--- src/sru_pkg.sv ---
// Package with the types and constants of the shift, rotate and bit unit.
package sru_pkg;

   // Operand width and bit number width.
   localparam int unsigned DATA_W  = 32;
   localparam int unsigned BITNO_W = 3;

   // Top bit positions of each operand size.
   localparam logic [4:0] MSB_BYTE = 5'h07;
   localparam logic [4:0] MSB_WORD = 5'h0F;
   localparam logic [4:0] MSB_LONG = 5'h1F;

   // Field masks of each operand size.
   localparam logic [31:0] MASK_BYTE = 32'h0000_00FF;
   localparam logic [31:0] MASK_WORD = 32'h0000_FFFF;
   localparam logic [31:0] MASK_LONG = 32'hFFFF_FFFF;

   // Default of the shifted result; the answer register itself resets to zero.
   localparam logic [31:0] DATA_RST = 32'h0000_0000;

   // Operand size.
   typedef enum logic [1:0] {
      SZ_BYTE = 2'b00,
      SZ_WORD = 2'b01,
      SZ_LONG = 2'b10
   } sru_size_t;

   // Operation codes.
   typedef enum logic [4:0] {
      arith_shift_left_op       = 5'b00000,
      arith_shift_right_op      = 5'b00001,
      logic_shift_left_op       = 5'b00010,
      logic_shift_right_op      = 5'b00011,
      rotate_left_op            = 5'b00100,
      rotate_right_op           = 5'b00101,
      rotate_left_via_carry_op  = 5'b00110,
      rotate_right_via_carry_op = 5'b00111,
      bit_set_op                = 5'b01000,
      bit_clear_op              = 5'b01001,
      bit_invert_op             = 5'b01010,
      bit_test_op               = 5'b01011,
      carry_and_bit_op          = 5'b01100,
      carry_and_notbit_op       = 5'b01101,
      carry_or_bit_op           = 5'b01110,
      carry_or_notbit_op        = 5'b01111,
      carry_xor_bit_op          = 5'b10000,
      carry_xor_notbit_op       = 5'b10001,
      bit_to_carry_op           = 5'b10010,
      notbit_to_carry_op        = 5'b10011,
      carry_to_bit_op           = 5'b10100,
      notcarry_to_bit_op        = 5'b10101
   } sru_op_t;

   // Request from the decoder with operand and current carry.
   typedef struct packed {
      logic              valid;
      sru_op_t           op;
      sru_size_t         size;
      logic              bit_from_reg;
      logic [2:0]        bit_imm;
      logic [7:0]        bit_reg;
      logic [31:0]       operand;
      logic              carry;
   } sru_req_t;

   // Answer to the register file, memory path and flags.
   typedef struct packed {
      logic              done;
      logic              illegal;
      logic [31:0]       data;
      logic              data_we;
      logic              carry;
      logic              carry_we;
      logic              zero;
      logic              zero_we;
   } sru_ans_t;

endpackage

--- src/sru_unit.sv ---
// Shift, rotate and single-bit manipulation datapath slice.
`timescale 1ns/1ps

module sru_unit
   import sru_pkg::*;
(
   // Clock and reset.
   input  wire logic     REF_CLK_I,
   input  wire logic     RST_N_I,
   // Request from the decoder.
   input  wire sru_req_t REQ_I,
   // Answer to register file, memory path and flags.
   output sru_ans_t      ANS_O
);

   ////////////////////////////////////////////////////////////////////////////
   // Operand framing.

   logic [4:0]  msb;
   logic [31:0] mask;
   logic [31:0] field;
   logic        top_bit;
   logic [2:0]  bit_no;
   logic        sel_bit;
   logic        inv_op;
   logic [7:0]  one_hot;

   // Size picks the top position and the field; upper bits stay put.
   always_comb begin
      if (REQ_I.size == SZ_BYTE) begin
         msb  = MSB_BYTE;
         mask = MASK_BYTE;
      end else if (REQ_I.size == SZ_WORD) begin
         msb  = MSB_WORD;
         mask = MASK_WORD;
      end else begin
         msb  = MSB_LONG;
         mask = MASK_LONG;
      end
      field   = REQ_I.operand & mask;
      top_bit = REQ_I.operand[msb];
   end

   // Bit number from the immediate or from the low three register bits.
   assign bit_no  = REQ_I.bit_from_reg ? REQ_I.bit_reg[BITNO_W-1:0]
                                       : REQ_I.bit_imm;
   assign sel_bit = REQ_I.operand[bit_no];

   // One decoder line per bit of the byte operand.
   genvar g;
   generate
      for (g = 0; g < 8; g++) begin : g_hot
         assign one_hot[g] = (bit_no == 3'(g));
      end
   endgenerate

   // Inverted forms accept only an immediate bit number.
   always_comb begin
      case (REQ_I.op)
         carry_and_notbit_op, carry_or_notbit_op, carry_xor_notbit_op,
         notbit_to_carry_op, notcarry_to_bit_op: inv_op = 1'b1;
         default:                                 inv_op = 1'b0;
      endcase
   end

   ////////////////////////////////////////////////////////////////////////////
   // Result computation and answer register.

   sru_ans_t    ans;
   sru_ans_t    next_ans;
   logic [31:0] shifted;
   logic        fill;
   logic        left;
   logic        is_shift;

   // Each request is answered one clock later; no request gives zero.
   always_comb begin
      next_ans         = '0;
      next_ans.done    = REQ_I.valid;
      next_ans.data    = REQ_I.operand;
      next_ans.carry   = REQ_I.carry;
      next_ans.zero    = 1'b0;
      shifted          = DATA_RST;
      fill             = 1'b0;
      left             = 1'b0;
      is_shift         = 1'b0;
      // The vacated end is filled per operation.
      case (REQ_I.op)
         arith_shift_left_op, logic_shift_left_op: begin
            left     = 1'b1;
            is_shift = 1'b1;
         end
         arith_shift_right_op: begin
            fill     = top_bit;
            is_shift = 1'b1;
         end
         logic_shift_right_op: begin
            is_shift = 1'b1;
         end
         rotate_left_op: begin
            left     = 1'b1;
            fill     = top_bit;
            is_shift = 1'b1;
         end
         rotate_right_op: begin
            fill     = REQ_I.operand[0];
            is_shift = 1'b1;
         end
         rotate_left_via_carry_op: begin
            left     = 1'b1;
            fill     = REQ_I.carry;
            is_shift = 1'b1;
         end
         rotate_right_via_carry_op: begin
            fill     = REQ_I.carry;
            is_shift = 1'b1;
         end
         default: begin
            is_shift = 1'b0;
         end
      endcase
      if (left) begin
         shifted = ((field << 1) | {31'h0, fill}) & mask;
      end else begin
         shifted = (field >> 1) | ({31'h0, fill} << msb);
      end
      if (is_shift) begin
         // One position per request; the leaving bit goes to carry.
         next_ans.data     = (REQ_I.operand & ~mask) | shifted;
         next_ans.data_we  = REQ_I.valid;
         next_ans.carry    = left ? top_bit : REQ_I.operand[0];
         next_ans.carry_we = REQ_I.valid;
      end else if (inv_op && REQ_I.bit_from_reg) begin
         // A refused request changes nothing; the flag tells the decoder.
         next_ans.illegal  = REQ_I.valid;
      end else begin
         case (REQ_I.op)
            bit_set_op: begin
               next_ans.data[7:0] = REQ_I.operand[7:0] | one_hot;
               next_ans.data_we   = REQ_I.valid;
            end
            bit_clear_op: begin
               next_ans.data[7:0] = REQ_I.operand[7:0] & ~one_hot;
               next_ans.data_we   = REQ_I.valid;
            end
            bit_invert_op: begin
               next_ans.data[7:0] = REQ_I.operand[7:0] ^ one_hot;
               next_ans.data_we   = REQ_I.valid;
            end
            bit_test_op: begin
               next_ans.zero    = ~sel_bit;
               next_ans.zero_we = REQ_I.valid;
            end
            carry_and_bit_op: begin
               next_ans.carry    = REQ_I.carry & sel_bit;
               next_ans.carry_we = REQ_I.valid;
            end
            carry_and_notbit_op: begin
               next_ans.carry    = REQ_I.carry & ~sel_bit;
               next_ans.carry_we = REQ_I.valid;
            end
            carry_or_bit_op: begin
               next_ans.carry    = REQ_I.carry | sel_bit;
               next_ans.carry_we = REQ_I.valid;
            end
            carry_or_notbit_op: begin
               next_ans.carry    = REQ_I.carry | ~sel_bit;
               next_ans.carry_we = REQ_I.valid;
            end
            carry_xor_bit_op: begin
               next_ans.carry    = REQ_I.carry ^ sel_bit;
               next_ans.carry_we = REQ_I.valid;
            end
            carry_xor_notbit_op: begin
               next_ans.carry    = REQ_I.carry ^ ~sel_bit;
               next_ans.carry_we = REQ_I.valid;
            end
            bit_to_carry_op: begin
               next_ans.carry    = sel_bit;
               next_ans.carry_we = REQ_I.valid;
            end
            notbit_to_carry_op: begin
               next_ans.carry    = ~sel_bit;
               next_ans.carry_we = REQ_I.valid;
            end
            carry_to_bit_op: begin
               next_ans.data[7:0] = (REQ_I.operand[7:0] & ~one_hot)
                                  | (one_hot & {8{REQ_I.carry}});
               next_ans.data_we   = REQ_I.valid;
            end
            notcarry_to_bit_op: begin
               next_ans.data[7:0] = (REQ_I.operand[7:0] & ~one_hot)
                                  | (one_hot & {8{~REQ_I.carry}});
               next_ans.data_we   = REQ_I.valid;
            end
            default: begin
               next_ans.illegal = REQ_I.valid;
            end
         endcase
      end
      if (!REQ_I.valid) begin
         next_ans = '0;
      end
   end

   // Answer register; all outputs come from here.
   always_ff @(posedge REF_CLK_I or negedge RST_N_I) begin
      if (!RST_N_I) begin
         ans <= '0;
      end else begin
         ans <= next_ans;
      end
   end

   assign ANS_O = ans;
endmodule // sru_unit

--- config.mk ---
export PLATFORM = sky130hd
export DESIGN_NAME = sru_unit
export DESIGN_NICKNAME = d
export VERILOG_FILES = /design/src/sru_pkg.sv /design/src/sru_unit.sv
export SDC_FILE = /design/constraint.sdc
export NUM_CORES = 1
export LEC_CHECK = 0
export BUFFER_PORTS_ARGS = -buffer_cell sky130_fd_sc_hd__buf_2
export CAP_MARGIN = 40
export CORE_MARGIN = 5
export CORE_UTILIZATION = 53
export CTS_BUF_LIST = sky130_fd_sc_hd__clkbuf_8 sky130_fd_sc_hd__clkbuf_16
export CTS_CLUSTER_DIAMETER = 30
export CTS_CLUSTER_SIZE = 20
export DETAILED_ROUTE_END_ITERATION = 16
export PLACE_DENSITY = 0.9
export SKIP_LAST_GASP = 1
export SLEW_MARGIN = 40
export SYNTH_ARGS = -nofsm -noshare
export SYNTH_HDL_FRONTEND = slang
export SYNTH_SLANG_ARGS = --single-unit
--- constraint.sdc ---
create_clock -name REF_CLK_I -period 0.8 [get_ports REF_CLK_I]
set_clock_uncertainty 0.05 [all_clocks]
set_input_delay 0.12 -clock REF_CLK_I [delete_from_list [all_inputs] [get_ports REF_CLK_I]]
set_output_delay 0.12 -clock REF_CLK_I [all_outputs]
set_load 0.02 [all_outputs]
==> impl_metrics.tcl, run 1 <==
set metrics [dict create \
    fp.dieH_um 87.12 \
    numCtsBuffers 5 \
    cts.sinks 39 \
    ys_types 59 \
    synth_flop_cell "dfrtp_1" \
    synth-edff-count 0 \
    synth_top_cell_by_area "dfrtp_1" \
    io_buffers 88 \
    yosys.area.top_type_share_pct 30.96 \
    synth.yosys.seq_area_share_pct 30.96 \
    failed_stage "5_1_grt" \
    yosys_warnings 0 \
    placementRows 28 \
    ioPinCount 94 \
    status "stopped before the end" \
    worst-ep-kind "register data pin" \
    clk_path_buf_depth 2 \
    die_width_um 87.12 \
    cts.htree.levels 2 \
    grt_max_degree 40 \
    firstError "[ERROR DPL-0038] Utilization greater than 100%, impossible to legalize" \
    crit_endpoint "ANS_O[8]$_DFF_PN0_/D" \
    gp_congestion 1.017 \
    placed_area_mm2 0.004457 \
    syn-num-nets 435 \
    cts-root-buf "clkbuf_8" \
    dp_hpwl_um 8466 \
    ys_ff_latch 39 \
    netlist_area_mm2 0.003152 \
    syn_area_per_cell_um2 8.659 \
    synthArstFlopShare_pct 100.0 \
    ys_top_cells_by_area "dfrtp_1 (31%), mux2i_1 (10%), ha_1 (6.4%), a211oi_1 (6.0%), nor2_1 (4.4%)" \
    initial_core_util_pct 53.87 \
    postSynthCellCount 364 \
]
-- logic make-up after synthesis --
logic type	share of synthesized area, %
AO/OA/AOI/OAI	27.55
AND/OR/NAND/NOR	16.71
buffers and inverters	6.431
adder cells (fa/ha/maj)	6.352
multiplexers	11.71
XOR/XNOR	0.2779
flip-flops	30.96
-- stage by stage --
stage                     hold WS (ns)  cells  worst slack, ns
after global placement         0.04785    600           -1.232
after floorplan                -0.2256    364           -1.088
after detailed placement       0.05314    600           -1.360
after CTS                      0.03878    648          -0.8791
-- cell usage after synthesis (all sizes together) (3+ instances only) --
master / count
o2111ai: 4
o221a: 5
o31ai: 3
dfrtp: 39
or3b: 3
o211ai: 4
o21ai: 18
a21oi: 23
clkbuf: 19
nor3: 8
mux2i: 32
ha: 16
nor2: 37
nand3b: 4
nand3: 6
nor2b: 6
nand2b: 7
buf: 12
a2bb2oi: 4
o22ai: 4
inv: 20
a31oi: 3
a2111oi: 4
mux2: 4
or2: 3
nand2: 17
a211oi: 25
o311ai: 3
-- timing repair --
action | 4_1_cts
hold buffers | 1
setup buffers | 33
pin swaps | 33
setup endpoints to repair | 77
hold endpoints to repair | 39
gates cloned | 8
gates resized for setup | 175
==> inputs of run 2 (changes only) <==
--- a/config.mk
+++ b/config.mk
@@ -8,12 +8,9 @@
 export BUFFER_PORTS_ARGS = -buffer_cell sky130_fd_sc_hd__buf_2
 export CAP_MARGIN = 40
 export CORE_MARGIN = 5
-export CORE_UTILIZATION = 53
-export CTS_BUF_LIST = sky130_fd_sc_hd__clkbuf_8 sky130_fd_sc_hd__clkbuf_16
-export CTS_CLUSTER_DIAMETER = 30
-export CTS_CLUSTER_SIZE = 20
+export CORE_UTILIZATION = 39
 export DETAILED_ROUTE_END_ITERATION = 16
-export PLACE_DENSITY = 0.9
+export PLACE_DENSITY_LB_ADDON = 0.15
 export SKIP_LAST_GASP = 1
 export SLEW_MARGIN = 40
 export SYNTH_ARGS = -nofsm -noshare
==> run 2 against run 1 <==
Net effect: the flow now finishes, with violations (setup timing); synthesized area unchanged; synthesized cell count did not move.
==> impl_metrics.tcl, run 2 <==
set metrics [dict create \
    synthArstFlopShare_pct 100.0 \
    dp_hpwl_um 7950 \
    yosys.area.top_type_share_pct 30.96 \
    ys_types 59 \
    grt_max_degree 40 \
    multi_input_area_mm2 0.002475 \
    post_drt_wl_per_cell_um 18.65 \
    overflow 0 \
    totalPowerFinal_uw 6746 \
    die_width_um 99.90 \
    synth_flop_cell "dfrtp_1" \
    grt_usage_pct 24.18 \
    numCtsBuffers 5 \
    ioPinCount 94 \
    coreArea_mm2 0.007807 \
    worstPathArrival_ns 1.82 \
    cts-root-buf "clkbuf_8" \
    vias 3748 \
    holdWs_ns 0.05879 \
    final_util_pct 74.09 \
    maxSlewViolCount 0 \
    areaGrowthSynthToFinish_pct 83.53 \
    critPathRequiredTime_ns 0.93 \
    ys_ff_latch 39 \
    maxCapViolations 0 \
    mostFrequentLayoutCells "buf_4 (98), buf_6 (69), buf_2 (42)" \
    synth-edff-count 0 \
    placementRows 32 \
    synth.yosys.seq_area_share_pct 30.96 \
    status "complete, but fails checks" \
    violations "setup timing" \
    p_per_area_mw_per_mm2 1166 \
    final_nets 638 \
    cts.sinks 39 \
    netlist_area_mm2 0.003152 \
    fin_setup_tns_ns -21.16 \
    slowest_delay_ns 0.41 \
    design_area_mm2 0.005784 \
    synth_common_cells "dfrtp_1 (39), nor2_1 (37), mux2i_1 (32)" \
    cts_tree "done" \
    drive_gt1_share_pct 57.22 \
    placed_area_mm2 0.004511 \
    start_kind "primary input" \
    n_antenna_cell 0 \
    yosys_warnings 0 \
    setup.worst_path.end_class "flop" \
    initial_core_util_pct 40.37 \
    num-fill-cells 545 \
    largest_reg_flops 39 \
    path_cells "buf_12, or3b_4, a21oi_4, inv_2, ha_4, a21oi_2, a2bb2oi_1, o221a_1, a2111oi_4" \
    io_buffers 88 \
    slowest_stage "or3b_4" \
    postSynthCellCount 364 \
    hp-class "in -> reg" \
    ys_top_cells_by_area "dfrtp_1 (31%), mux2i_1 (10%), ha_1 (6.4%), a211oi_1 (6.0%), nor2_1 (4.4%)" \
    fmax_mhz 593.2 \
    cts.htree.levels 2 \
    synth_top_cell_by_area "dfrtp_1" \
    fin_crit_ns 1.686 \
    rsz0062_at_grt "yes" \
    wirelength_um 12490 \
    clk_path_buf_depth 2 \
    leakage_uw 0.002614 \
    seqCellArea_um2 975.9 \
    crit_buf_inv 2 \
    first_pass_iters 4 \
    drcViolationCount 0 \
    drt_iter0_markers 200 \
    slew_headroom_pct 65.40 \
    viasPerCell 5.594 \
    cp_max_fo 7 \
    worst_slew_pin_slew_ns 0.5125 \
    synth_most_common_cell "dfrtp_1" \
    die_area_mm2 0.009979 \
    finalWorstSetupSlack_ns -0.8857 \
    syn-num-nets 435 \
    cts.clk_slew.worst_paths_ns 0.08 \
    irDropWorstVdd_uv 615.8 \
    final_common_cell "buf_4" \
    syn_area_per_cell_um2 8.659 \
    grt_antenna_before_repair 0 \
    setup_violations 77 \
    fp.dieH_um 99.90 \
    cp_top_family "compound AO/OA/AOI/OAI gates" \
    gp_congestion 0.9602 \
    path_class "in -> reg" \
    grt_pass1_wl_um 19440 \
    grt_pass1_vias 3797 \
    ant_nets 0 \
    hold_violations 0 \
    period_share_pct 210.7 \
]
[run 2: cell counts after synthesis]
Identical to the previous run, type by type.
[run 2: cells by family after synthesis]
family / share of synthesized area (%)
simple gates: 16.71
flops: 30.96
mux: 11.71
xor+xnor: 0.2779
buf+inv: 6.431
fa+ha+maj: 6.352
compound gates: 27.55
[run 2: final cells by class]
class / count / area share, %
multi-input cells: 275 / 42.79
clock inverters: 3 / 0.7571
clock buffers: 5 / 1.190
repair buffers: 226 / 34.89
flip-flops and latches: 39 / 16.87
well taps: 102 / 2.206
inverters: 20 / 1.298
[run 2: per-stage QoR]
stage          setup WS, ns  instances
3_5_place_dp         -1.334        628
4_1_cts             -0.9069        668
2_1_floorplan        -1.088        364
6_report            -0.8857        670
5_1_grt             -0.9567        670
3_3_place_gp         -1.231        628
[run 2: where the power goes]
group	switching [uW]	total, uW	internal (uW)	leakage [uW]
logic	1430	2890	1460	0.00205
clock network	751	1680	929	0.0000581
registers	70.9	2180	2110	0.000503
[run 2: final timing paths]
check	startpoint	end	slack [ns]	depth (start not counted)
max	REQ_I[44]	ANS_O[10]$_DFF_PN0_	-0.89	9
min	REQ_I[12]	ANS_O[16]$_DFF_PN0_	0.06	3
max in group asynchronous	RST_N_I	ANS_O[20]$_DFF_PN0_	0.23	3
min in group asynchronous	RST_N_I	ANS_O[22]$_DFF_PN0_	0.28	3
[run 2: routing by layer]
metal,GRT usage [%],share of wire [%],vias up
li1,-,-,1764
met1,30.31,40,1815
met2,41.97,51,143
met3,3.127,5.9,26
met4,9.559,2.8,0
met5,0,0,-
[run 2: timing repair]
item                                    CTS  global route
endpoints found under the setup margin   76            77
hold buffers                              2             0
pin swaps                                45            30
hold endpoints to repair                 40             0
setup buffers                            22             7
cloned                                    8             0
gates resized for setup                 181            39
[run 2: worst min-delay path, cell delays in order]
cell      delay (ns)
buf_2           0.12
nor2_1          0.08
a211oi_1        0.05
Note: power is estimated with default switching activity, not from simulation.
